[src/acev_cfg.svh]
// Register offsets, field positions, reset values and encodings for the comparator event control.
// Assumes inclusion by the package and the design files, byte-addressed APB with 32-bit data.
`ifndef ACEV_CFG_SVH
`define ACEV_CFG_SVH

`define ACEV_OFS_REFCLK 12'h0AF
`define ACEV_ADDR_REFCLK 12'h2BC
`define ACEV_ADDR_BCTRL 12'h300
`define ACEV_ADDR_STAT 12'h304
`define ACEV_ADDR_CLR 12'h308
`define ACEV_ADDR_IEN 12'h30C
`define ACEV_RST_REFCLK 8'h00
`define ACEV_RST_BCTRL 8'hC0
`define ACEV_BIT_CMP_B_INPUT_CONNECT 5
`define ACEV_BIT_CFB 4
`define ACEV_BIT_CMP_B_ENABLE 3
`define ACEV_MODE_LSB 0
`define ACEV_CBC_LSB 6
`define ACEV_RFB_LSB 4
`define ACEV_CAC_LSB 2
`define ACEV_RFA_LSB 0
`define ACEV_CLK_SYS 2'h0
`define ACEV_CLK_T0 2'h1
`define ACEV_CLK_T1 2'h2
`define ACEV_CLK_T2 2'h3
`define ACEV_DEB_SAMPLES 2
`define ACEV_EVT_FLAG 0
`define ACEV_EVT_EDGE 1
`define ACEV_NUM_EVT 2

`endif

[src/acev_pkg.sv]
// Types shared by the comparator event control files.
// Assumes the constants header is present in the include path.
`include "acev_cfg.svh"
package acev_pkg;

   typedef enum logic [2:0] {
      ACEV_LOW_LEVEL,
      ACEV_RISE,
      ACEV_DEB_TOGGLE,
      ACEV_DEB_RISE,
      ACEV_FALL,
      ACEV_TOGGLE,
      ACEV_DEB_FALL,
      ACEV_HIGH_LEVEL
   } acev_mode_t;

   typedef struct packed {
      logic [1:0] b_clock_sel;
      logic [1:0] b_neg_sel;
      logic [1:0] a_clock_sel;
      logic [1:0] a_neg_sel;
   } acev_refclk_t;

   typedef struct packed {
      logic [1:0] pos_sel;
      logic input_connect;
      logic irq_flag;
      logic enable;
      logic [2:0] irq_mode;
   } acev_bctrl_t;

endpackage

[src/acev_sampler.sv]
// Samples one comparator output on a selected tick and qualifies changes over repeat samples.
// Assumes timer overflow inputs are one-cycle pulses synchronous to the clock.
`timescale 1ns/1ps
module acev_sampler
   import acev_pkg::*;
#(
   parameter int DEB_SAMPLES = `ACEV_DEB_SAMPLES
) (
   // Clock and reset.
   input wire logic sys_clk_in,
   input wire logic reset_n_in,
   // Tick selection.
   input wire logic [1:0] clock_sel_in,
   input wire logic [2:0] tmr_ovf_in,
   input wire logic debounce_in,
   // Comparator level.
   input wire logic cmp_raw_in,
   output logic level_out,
   output logic sample_tick_out
);

   logic tick;
   logic sample_ff;
   logic [3:0] stable_cnt_ff;
   logic [3:0] nxt_stable_cnt;
   logic nxt_level;

   assign tick = (clock_sel_in == `ACEV_CLK_SYS) ? 1'b1 :
                 (clock_sel_in == `ACEV_CLK_T0) ? tmr_ovf_in[0] :
                 (clock_sel_in == `ACEV_CLK_T1) ? tmr_ovf_in[1] : tmr_ovf_in[2];

   // A changed sample must repeat before the qualified level follows it in debounced modes.
   assign nxt_stable_cnt = (sample_ff == level_out) ? 4'h0 :
                           (tick ? stable_cnt_ff + 4'h1 : stable_cnt_ff);
   assign nxt_level = !debounce_in ? sample_ff :
                      (tick && sample_ff != level_out &&
                       stable_cnt_ff >= 4'(DEB_SAMPLES - 1)) ? sample_ff : level_out;

   always_ff @(posedge sys_clk_in) begin
      if (!reset_n_in) begin
         sample_ff <= 1'b0;
         stable_cnt_ff <= 4'h0;
         level_out <= 1'b0;
         sample_tick_out <= 1'b0;
      end else begin
         if (tick) begin
            sample_ff <= cmp_raw_in;
         end
         stable_cnt_ff <= nxt_stable_cnt;
         level_out <= nxt_level;
         sample_tick_out <= tick;
      end
   end

endmodule

[src/acev_ctrl.sv]
// Comparator event control: reference and clock selection, comparator B enable, modes and flag.
// Assumes an APB master on the register side and an analog comparator core beside it.
`timescale 1ns/1ps
module acev_ctrl
   import acev_pkg::*;
#(
   parameter int DEB_SAMPLES = `ACEV_DEB_SAMPLES
) (
   // Clock and reset.
   input wire logic sys_clk_in,
   input wire logic reset_n_in,
   // APB slave.
   input wire logic psel_in,
   input wire logic penable_in,
   input wire logic pwrite_in,
   input wire logic [11:0] paddr_in,
   input wire logic [31:0] pwdata_in,
   output logic [31:0] prdata_out,
   output logic pready_out,
   output logic pslverr_out,
   // Comparators and timers.
   input wire logic cmp_b_raw_in,
   input wire logic cmp_a_raw_in,
   input wire logic [2:0] tmr_ovf_in,
   // Analog routing and pin control.
   output logic cmp_b_out,
   output logic cmp_a_out,
   output logic [1:0] cmp_b_pos_input_sel_out,
   output logic [1:0] cmp_b_neg_input_sel_out,
   output logic [1:0] cmp_a_neg_input_sel_out,
   output logic cmp_b_input_connect_out,
   output logic pins_input_only_out,
   output logic cmp_b_irq_flag_out,
   output logic irq_out
);

   ////////////////////////////////////////////////////////////////////////////////
   // Register state.

   acev_refclk_t refclk_ff;
   acev_bctrl_t bctrl_ff;
   logic [`ACEV_NUM_EVT-1:0] stat_ff;
   logic [`ACEV_NUM_EVT-1:0] ien_ff;
   logic lvl_prev_ff;
   logic [31:0] nxt_prdata;
   logic nxt_flag;
   logic [`ACEV_NUM_EVT-1:0] nxt_stat;

   ////////////////////////////////////////////////////////////////////////////////
   // Bus decode.

   function automatic logic hit(input logic [11:0] a, input logic [11:0] ref_addr);
      hit = (a == ref_addr);
   endfunction

   wire access = psel_in && penable_in;
   wire wr = access && pwrite_in;
   wire wr_ref = wr && hit(paddr_in, `ACEV_ADDR_REFCLK);
   wire wr_bctrl = wr && hit(paddr_in, `ACEV_ADDR_BCTRL);
   wire wr_clr = wr && hit(paddr_in, `ACEV_ADDR_CLR);
   wire wr_ien = wr && hit(paddr_in, `ACEV_ADDR_IEN);
   wire mapped = hit(paddr_in, `ACEV_ADDR_REFCLK) || hit(paddr_in, `ACEV_ADDR_BCTRL) ||
                 hit(paddr_in, `ACEV_ADDR_STAT) || hit(paddr_in, `ACEV_ADDR_CLR) ||
                 hit(paddr_in, `ACEV_ADDR_IEN);

   ////////////////////////////////////////////////////////////////////////////////
   // Comparator A and B sampling and comparator B event detection.

   acev_mode_t mode;
   logic b_level;
   logic b_tick;
   logic debounced;
   logic [1:0] b_sel_eff;
   logic cond;
   logic edge_evt;

   assign mode = acev_mode_t'(bctrl_ff.irq_mode);
   assign debounced = (mode == ACEV_DEB_TOGGLE) || (mode == ACEV_DEB_RISE) ||
                      (mode == ACEV_DEB_FALL);
   // Debounce delays always come from Timer 1, whatever the clock field holds.
   assign b_sel_eff = debounced ? `ACEV_CLK_T1 : refclk_ff.b_clock_sel;

   acev_sampler #(.DEB_SAMPLES(DEB_SAMPLES)) u_samp_b (
      .sys_clk_in(sys_clk_in),
      .reset_n_in(reset_n_in),
      .clock_sel_in(b_sel_eff),
      .tmr_ovf_in(tmr_ovf_in),
      .debounce_in(debounced),
      .cmp_raw_in(cmp_b_raw_in),
      .level_out(b_level),
      .sample_tick_out(b_tick)
   );

   logic a_level;
   acev_sampler #(.DEB_SAMPLES(DEB_SAMPLES)) u_samp_a (
      .sys_clk_in(sys_clk_in),
      .reset_n_in(reset_n_in),
      .clock_sel_in(refclk_ff.a_clock_sel),
      .tmr_ovf_in(tmr_ovf_in),
      .debounce_in(1'b0),
      .cmp_raw_in(cmp_a_raw_in),
      .level_out(a_level),
      .sample_tick_out()
   );

   wire b_gated = b_level && bctrl_ff.enable;
   wire rise = b_gated && !lvl_prev_ff;
   wire fall = !b_gated && lvl_prev_ff;

   always_comb begin
      case (mode)
         ACEV_LOW_LEVEL: cond = !b_gated;
         ACEV_RISE: cond = rise;
         ACEV_DEB_TOGGLE: cond = rise || fall;
         ACEV_DEB_RISE: cond = rise;
         ACEV_FALL: cond = fall;
         ACEV_TOGGLE: cond = rise || fall;
         ACEV_DEB_FALL: cond = fall;
         ACEV_HIGH_LEVEL: cond = b_gated;
         default: cond = 1'b0;
      endcase
   end

   assign edge_evt = bctrl_ff.enable && (rise || fall);
   // Set wins over a software clear in the same cycle.
   assign nxt_flag = (cond && bctrl_ff.enable) ? 1'b1 :
                     (wr_bctrl && !pwdata_in[`ACEV_BIT_CFB]) ? 1'b0 : bctrl_ff.irq_flag;
   assign nxt_stat = ({edge_evt, cond && bctrl_ff.enable}) |
                     (stat_ff & ~(wr_clr ? pwdata_in[`ACEV_NUM_EVT-1:0] : 2'h0));

   ////////////////////////////////////////////////////////////////////////////////
   // Read data.

   assign nxt_prdata = hit(paddr_in, `ACEV_ADDR_REFCLK) ? {24'h000000, refclk_ff} :
                       hit(paddr_in, `ACEV_ADDR_BCTRL) ? {24'h000000, bctrl_ff} :
                       hit(paddr_in, `ACEV_ADDR_STAT) ? {30'h00000000, stat_ff} :
                       hit(paddr_in, `ACEV_ADDR_IEN) ? {30'h00000000, ien_ff} : 32'h00000000;

   ////////////////////////////////////////////////////////////////////////////////
   // Registers.

   always_ff @(posedge sys_clk_in) begin
      if (!reset_n_in) begin
         refclk_ff <= acev_refclk_t'(`ACEV_RST_REFCLK);
         bctrl_ff <= acev_bctrl_t'(`ACEV_RST_BCTRL);
         stat_ff <= 2'h0;
         ien_ff <= 2'h0;
         lvl_prev_ff <= 1'b0;
      end else begin
         if (wr_ref) begin
            refclk_ff <= acev_refclk_t'(pwdata_in[7:0]);
         end
         if (wr_bctrl) begin
            bctrl_ff.pos_sel <= pwdata_in[7:6];
            bctrl_ff.input_connect <= pwdata_in[`ACEV_BIT_CMP_B_INPUT_CONNECT];
            bctrl_ff.enable <= pwdata_in[`ACEV_BIT_CMP_B_ENABLE];
            bctrl_ff.irq_mode <= pwdata_in[2:0];
         end
         bctrl_ff.irq_flag <= nxt_flag;
         if (wr_ien) begin
            ien_ff <= pwdata_in[`ACEV_NUM_EVT-1:0];
         end
         stat_ff <= nxt_stat;
         lvl_prev_ff <= b_gated;
      end
   end

   ////////////////////////////////////////////////////////////////////////////////
   // Output flip-flops.

   always_ff @(posedge sys_clk_in) begin
      if (!reset_n_in) begin
         prdata_out <= 32'h00000000;
         pready_out <= 1'b0;
         pslverr_out <= 1'b0;
         cmp_b_out <= 1'b0;
         cmp_a_out <= 1'b0;
         cmp_b_pos_input_sel_out <= 2'h0;
         cmp_b_neg_input_sel_out <= 2'h0;
         cmp_a_neg_input_sel_out <= 2'h0;
         cmp_b_input_connect_out <= 1'b0;
         pins_input_only_out <= 1'b0;
         cmp_b_irq_flag_out <= 1'b0;
         irq_out <= 1'b0;
      end else begin
         pready_out <= psel_in && !penable_in;
         pslverr_out <= psel_in && !penable_in && !mapped;
         prdata_out <= nxt_prdata;
         cmp_b_out <= b_gated;
         cmp_a_out <= a_level;
         cmp_b_pos_input_sel_out <= bctrl_ff.pos_sel;
         cmp_b_neg_input_sel_out <= refclk_ff.b_neg_sel;
         cmp_a_neg_input_sel_out <= refclk_ff.a_neg_sel;
         cmp_b_input_connect_out <= bctrl_ff.input_connect;
         pins_input_only_out <= bctrl_ff.enable;
         cmp_b_irq_flag_out <= bctrl_ff.irq_flag;
         irq_out <= |(stat_ff & ien_ff);
      end
   end

   ////////////////////////////////////////////////////////////////////////////////
   // Checks.

   a_disabled_low: assert property (@(posedge sys_clk_in) disable iff (!reset_n_in)
      !bctrl_ff.enable |=> !cmp_b_out) else $error("output high while disabled");
   a_no_flag_dis: assert property (@(posedge sys_clk_in) disable iff (!reset_n_in)
      (!bctrl_ff.enable && !bctrl_ff.irq_flag) |=> !bctrl_ff.irq_flag)
      else $error("flag set while disabled");
   a_input_only: assert property (@(posedge sys_clk_in) disable iff (!reset_n_in)
      ##1 pins_input_only_out == $past(bctrl_ff.enable))
      else $error("input-only not following enable");
   a_high_level: assert property (@(posedge sys_clk_in) disable iff (!reset_n_in)
      (mode == ACEV_HIGH_LEVEL && b_gated) |=> bctrl_ff.irq_flag)
      else $error("high level not flagged");
   a_rise_flag: assert property (@(posedge sys_clk_in) disable iff (!reset_n_in)
      (mode == ACEV_RISE && bctrl_ff.enable && b_gated && !lvl_prev_ff) |=> bctrl_ff.irq_flag)
      else $error("rise not flagged");
   a_deb_timer1: assert property (@(posedge sys_clk_in) disable iff (!reset_n_in)
      debounced |-> b_sel_eff == `ACEV_CLK_T1) else $error("debounce not on timer 1");
   a_flag_sticky: assert property (@(posedge sys_clk_in) disable iff (!reset_n_in)
      (bctrl_ff.irq_flag && !wr_bctrl) |=> bctrl_ff.irq_flag)
      else $error("flag cleared without write");
   a_ref_route: assert property (@(posedge sys_clk_in) disable iff (!reset_n_in)
      wr_ref |=> ##1 cmp_b_neg_input_sel_out == $past(pwdata_in[5:4], 2))
      else $error("negative select not routed");
   a_connect: assert property (@(posedge sys_clk_in) disable iff (!reset_n_in)
      wr_bctrl |=> ##1 cmp_b_input_connect_out == $past(pwdata_in[5], 2))
      else $error("connect not routed");

endmodule

[config.mk]
export PLATFORM = sky130hd
export DESIGN_NAME = acev_ctrl
export DESIGN_NICKNAME = d
export VERILOG_FILES = /design/src/acev_pkg.sv /design/src/acev_sampler.sv /design/src/acev_ctrl.sv
export VERILOG_INCLUDE_DIRS = /design/src
export SDC_FILE = /design/constraint.sdc
export NUM_CORES = 1
export LEC_CHECK = 0
export ABC_AREA = 0
export BUFFER_PORTS_ARGS = -buffer_cell sky130_fd_sc_hd__buf_2
export CELL_PAD_IN_SITES_DETAIL_PLACEMENT = 0
export CELL_PAD_IN_SITES_GLOBAL_PLACEMENT = 2
export CORE_AREA = 2 2 97 99
export DETAILED_ROUTE_END_ITERATION = 10
export DIE_AREA = 0 0 99 101
export GPL_TIMING_DRIVEN = 0
export PLACE_DENSITY_LB_ADDON = 0.1
export SKIP_LAST_GASP = 1
export SYNTH_ARGS = -nofsm -noshare
export SYNTH_HDL_FRONTEND = slang
export SYNTH_SLANG_ARGS = --single-unit
export TNS_END_PERCENT = 1
[constraint.sdc]
create_clock -name sys_clk_in -period 2.41 [get_ports sys_clk_in]
set_input_delay 0.241 -clock sys_clk_in [delete_from_list [all_inputs] [get_ports sys_clk_in]]
set_output_delay 0.241 -clock sys_clk_in [all_outputs]
set_load 0.02 [all_outputs]
==> out/metrics.cfg, run 1 <==
[floorplanning]
initial_utilization_pct = 26.5
die_h_um = 101
die_area_um2 = 10000
top_level_ports = 100
coreArea_um2 = 8980
die_x_um = 99
core.rowCount = 35

[synth]
ys_types = 48
syn_area_per_cell_um2 = 9.24
syn_inst = 257
ys_seq_area_share_pct = 42.1
synth.cell_area_um2 = 2370
synthFlopType = dfxtp_1
yosys_warnings = 0
ys_ff_latch = 50
synthTopCellsByArea = dfxtp_1, buf_4, mux2i_1
ys_async_sr_fraction_pct = 0
yosysTopAreaCell = dfxtp_1
yosys.area.top_type_share_pct = 42.1
synth_edf_count = 0

[critical_path]
slowest_stage = nor4_2
rrSetupSlack_ns = 0.40
crit_chain = buf_2 -> or4b_4 -> buf_6 -> nor4_2 -> a22oi_1 -> nor2b_1
critical_path_class = in2reg
crit_arrival_ns = 2.27
critPathLaunchType = input pin
slowest_delay_ns = 0.86
crit_fanout = 8
cp-end-kind = register
worstPathRequired_ns = 2.64

[detailed_routing]
vias = 1957
first_pass_iters = 4
drc = 0
avgViaCountPerCell = 4.35
wirelength_mm = 5.80
drt-initial-drc-count = 34
routedWlPerCell_um = 12.9
antenna_left = 0

[cells_and_area]
syn2layout_area_growth_pct = 24.9
layout-drive-gt1-share_pct = 28.0
antenna_cells = 0
final_common_cell = buf_2
layout_common_cells = buf_2, dfxtp_1, nand2_1, buf_4, conb_1
layout.nets = 397

[clock_network]
tritoncts = built
clkTransAtPathRegs_ns = 0.09
h-tree-depth = 2
ctsHoldBuffers = 0
cts_buffers = 5
cts.sinks = 50
post-cts-setup-buffers = 0
insertion_delay_ns = 0.30
cts-root-buf = clkbuf_8
cts.path.max_buffers = 2
cts.repair.resized = 0

[global_route]
grt_pass1_wl_mm = 9.27
grt_util_all_layers_pct = 11.7
first_global_vias = 1862
grt_overflow = 0
met2_usage_pct = 18.8
top_usage_layer = met2
grt_use_met1_pct = 15.8
grt_max_degree = 16
use_met3_pct = 2.29
antenna_found_initial = 0

[min_path]
hold_class = in2reg

[sta]
clock_skew_ns = 0.00488
max_freq_mhz = 490
tns_ns = 0
setup_viol = 0
worst_slack_ns = 0.370
timing.final.crit_share_pct = 84.7
period_needed_ns = 2.04
tightest_slew_ns = 1.01
hold_viol = 0
relSlewSlack_pct = 31.8
drv_slew = 0
rsz0062_at_grt = no

[power_and_ir_drop]
swShare_pct = 24.2
p_leak_nw = 1.29
seq_power_share_pct = 52.4
power_switching_mw = 0.388
p_per_area_nw_per_um2 = 539
pwr-share-comb_pct = 10.2
p_int_mw = 1.21
ir_drop_mv = 0.216
power_frac_clock_pct = 37.4

[placed_design]
hpwl_mm = 4.39
gp_congestion = 0.698
dp_slack_ns = 0.0161
portBuffers = 51

[run_status]
outcome = completed

[run]
drv_cap = 0

==> cells in the mapped netlist (all sizes together), types with 2 or more instances <==
library cell / count
a21boi: 8
a21oi: 2
a221oi: 2
a22oi: 7
and2: 12
and4: 3
buf: 26
clkbuf: 11
dfxtp: 50
ha: 5
inv: 5
mux2: 2
mux2i: 15
nand2: 35
nand2b: 2
nand3: 7
nor2: 8
nor2b: 11
nor3: 3
nor4: 4
nor4b: 3
o21ai: 11
o31ai: 5
or4: 2
or4b: 3
==> final cells by class <==
class / instances / area, um2
buffer: 37 / 244
multi-input combinational: 188 / 1200
fill: 970 / 6010
inverter: 5 / 18.8
timing repair buffer: 51 / 255
sequential: 50 / 1000
clock inverter: 2 / 37.5
tap: 111 / 139
clock buffer: 6 / 72.6
==> worst max-delay path: cells and delay by family <==
kind                   cells  cell delay [ns]
AO/OA/AOI/OAI              1             0.21
buffers and inverters      2             0.25
AND/OR/NAND/NOR            3             1.57
==> metrics by stage <==
stage / hold WS, ns / instances / area, um2 / util [%] / power (mW)
6_report: 0.119 / 450 / 2970 / 33.0 / 1.60
5_1_grt: 0.130 / 450 / 2970 / 33.0 / 1.67
4_1_cts: 0.111 / 450 / 2970 / 33.0 / 1.62
3_5_place_dp: 0.424 / 442 / 2860 / 31.8 / 1.02
3_3_place_gp: 0.417 / 442 / 2860 / 31.8 / 1.02
2_1_floorplan: 0.320 / 280 / 2460 / - / 0.968
==> flip-flops by register name, summed over array words and instances, names as in the netlist, 2 cells and up <==
register / cells
u_samp_b.stable_cnt_ff: 4
refclk_ff: 8
cmp_b_pos_input_sel_out: 2
mode: 3
cmp_a_neg_input_sel_out: 2
bctrl_ff: 5
ien_ff: 2
stat_ff: 2
prdata_out: 8
cmp_b_neg_input_sel_out: 2
==> per-layer routing <==
| metal | vias to the layer above | part of all wire, % | wire, um |
|---|---|---|---|
| met5 | - | 0 | 0 |
| met3 | 5 | 4.8 | 277 |
| met4 | 0 | 1.2 | 71 |
| li1 | 1003 | - | - |
| met2 | 57 | 45 | 2610 |
| met1 | 892 | 49 | 2840 |
==> power groups by stage <==
| stage | clock, mW | sequential (mW) | combinational, mW |
|---|---|---|---|
| 6_report | 0.599 | 0.838 | 0.162 |
| 5_1_grt | 0.649 | 0.840 | 0.177 |
| 4_1_cts | 0.623 | 0.839 | 0.163 |
| 3_5_place_dp | 0 | 0.858 | 0.162 |
| 3_3_place_gp | 0 | 0.858 | 0.163 |
| 2_1_floorplan | 0 | 0.862 | 0.107 |
==> final timing paths <==
path / from / end / cells after the start
setup / recovery: paddr_in[6] / prdata_out[3] / 6
hold / removal: penable_in / pready_out / 2
hold reg to reg: u_samp_a.level_out / cmp_a_out / 1
setup reg to reg: mode[0] / u_samp_b.stable_cnt_ff[1] / 5
==> kinds of logic after synthesis <==
group / count (synthesis) / share of synthesized area, %
mux: 17 / 7.27
fa+ha+maj: 5 / 2.63
buf+inv: 42 / 11.1
simple gates: 100 / 24.5
flops: 50 / 42.1
xor+xnor: 1 / 0.369
compound gates: 41 / 11.9
other cells: 1 / 0.158
Note: power is estimated with default switching activity, not from simulation.
==> run 2, diff against run 1 <==
==> constraint.sdc (replaced) <==
create_clock -name sys_clk_in -period 1.96 [get_ports sys_clk_in]
set_input_delay 0.196 -clock sys_clk_in [delete_from_list [all_inputs] [get_ports sys_clk_in]]
set_output_delay 0.196 -clock sys_clk_in [all_outputs]
set_load 0.02 [all_outputs]
==> out/metrics.cfg, run 2 (synthesized netlist as in run 1, its figures left out) <==
[run_status]
outcome = completed  ; unchanged

[sta]
rsz0062_at_grt = yes  ; was no
drv_slew = 0  ; unchanged
setup_viol = 0  ; unchanged
hold_viol = 0  ; unchanged
relSlewSlack_pct = 42.5  ; was 31.8%
timing.final.crit_share_pct = 98.8
clock_skew_ns = 0.00477  ; was 0.00488 ns
max_freq_mhz = 517
period_needed_ns = 1.94
tightest_slew_ns = 0.861  ; was 1.01 ns
whs_ns = 0.0742  ; was 0.119 ns
worst_slack_ns = 0.0244  ; was 0.370 ns

[min_path]
hold_class = in2reg  ; unchanged

[floorplanning]
top_level_ports = 100  ; unchanged
initial_utilization_pct = 26.5  ; unchanged
core.rowCount = 35  ; unchanged
die_x_um = 99  ; unchanged
die_area_um2 = 10000  ; unchanged
coreArea_um2 = 8980  ; unchanged
die_h_um = 101  ; unchanged

[clock_network]
tritoncts = built  ; unchanged
cts_buffers = 5  ; unchanged
insertion_delay_ns = 0.30  ; about the same
h-tree-depth = 2  ; unchanged
ctsHoldBuffers = 0  ; unchanged
cts.path.max_buffers = 2  ; unchanged
clkTransAtPathRegs_ns = 0.09  ; about the same
cts.sinks = 50  ; unchanged
cts-root-buf = clkbuf_8  ; unchanged

[cells_and_area]
layout.nets = 397  ; unchanged
regArea_um2 = 1000  ; unchanged
syn2layout_area_growth_pct = 26.0  ; was 24.9%
reg.largest.list = prdata_out x8, refclk_ff x8, bctrl_ff x5  ; unchanged
final_util_pct = 33.3  ; was 33.0%
layout_common_cells = buf_2, dfxtp_1, nand2_1, buf_4, conb_1  ; unchanged
final_common_cell = buf_2  ; unchanged
multi_input_area_um2 = 1220  ; was 1200 um2
fin_area_um2 = 2990  ; was 2970 um2
antenna_cells = 0  ; unchanged
fill_cells = 970  ; unchanged
layout-drive-gt1-share_pct = 28.9  ; was 28.0%

[detailed_routing]
drc = 0  ; unchanged
wirelength_mm = 5.78  ; was 5.80 mm
routedWlPerCell_um = 12.8  ; was 12.9 um
avgViaCountPerCell = 4.35  ; about the same
vias = 1959  ; was 1957
first_pass_iters = 4  ; unchanged
drt-initial-drc-count = 32  ; was 34
antenna_left = 0  ; unchanged

[critical_path]
critPathLaunchType = register  ; was input pin
critical_path_class = reg2reg  ; was in2reg
crit_arrival_ns = 2.17  ; was 2.27 ns
worstPathRequired_ns = 2.20  ; was 2.64 ns
crit_fanout = 10  ; was 8
cp-end-kind = register  ; unchanged
rrSetupSlack_ns = 0.02  ; was 0.40 ns

[global_route]
first_global_vias = 1860  ; was 1862
grt_pass1_wl_mm = 9.28  ; was 9.27 mm
antenna_found_initial = 0  ; unchanged
grt_util_all_layers_pct = 11.7  ; about the same
grt_overflow = 0  ; unchanged
grt_max_degree = 16  ; unchanged

[placed_design]
hpwl_mm = 4.39  ; unchanged
portBuffers = 51  ; unchanged
place_area_um2 = 2860  ; unchanged
gp_congestion = 0.698  ; unchanged
dp_slack_ns = -0.389  ; was 0.0161 ns

[power_and_ir_drop]
ir_drop_mv = 0.266  ; was 0.216 mV
p_per_area_nw_per_um2 = 657  ; was 539 nW/um2
p_leak_nw = 1.30  ; was 1.29 nW

[run]
drv_cap = 0  ; unchanged

[run 2: changes by cell type in the layout (fill, tap and decap cells not counted)]
cell | before | now
nor3_1 | 3 | 2
o32ai_1 | 1 | 0
nor4b_2 | 1 | 2
nor3_2 | 0 | 1
nor4_4 | 0 | 1
nor4_2 | 2 | 1
nor4b_1 | 2 | 1
o32ai_2 | 0 | 1
[run 2: worst max-delay path: stages, from the launching register on]
cell and delay (ns):
dfxtp_1 0.31, clkbuf_1 0.22, a21boi_0 0.47, o32ai_2 0.20
or4_1 0.51, a21boi_0 0.16
[run 2: final cells by class]
| cell class | count | share of cell area (%) |
|---|---|---|
| multi-input combinational | 188 | 40.9 |
| sequential | 50 | 33.4 |
| timing repair buffer | 51 | 8.53 |
| buffer | 37 | 8.15 |
| tap | 111 | 4.64 |
| clock buffer | 6 | 2.42 |
| clock inverter | 2 | 1.25 |
| inverter | 5 | 0.627 |
[run 2: final timing paths]
kind                                          from                         to  depth (start not counted)
worst max-delay path                       mode[0]  u_samp_b.stable_cnt_ff[2]                          5
worst min-delay path                    penable_in                 pready_out                          2
worst max register to register             mode[0]  u_samp_b.stable_cnt_ff[2]                          5
worst min register to register  u_samp_a.level_out                  cmp_a_out                          1
[run 2: layer usage]
layer	vias to the layer above	global-route usage [%]	routed length, um
li1	1003	-	-
met1	891	15.9	2760
met2	60	18.8	2610
met3	5	2.29	344
met4	0	3.79	71
met5	-	0	0
[run 2: power by group]
| part | internal, mW | total [mW] | switching [mW] |
|---|---|---|---|
| clock network | 0.381 | 0.735 | 0.354 |
| logic | 0.0835 | 0.202 | 0.118 |
| registers | 1.03 | 1.03 | 0.00579 |
[run 2: through the flow]
stage / std cells / power, mW / TNS (ns)
global placement: 442 / 1.26 / -3.46
detailed placement: 442 / 1.25 / -3.65
finish: 450 / 1.97 / 0
global route: 450 / 2.05 / -0.430
floorplan: 280 / 1.19 / 0
CTS: 450 / 2.00 / -0.134
[run 2: what timing repair did]
action                                  CTS  global route
setup buffers                             0             0
pin swaps                                 0             0
endpoints found under the setup margin    9            13
resized for setup                         2             2
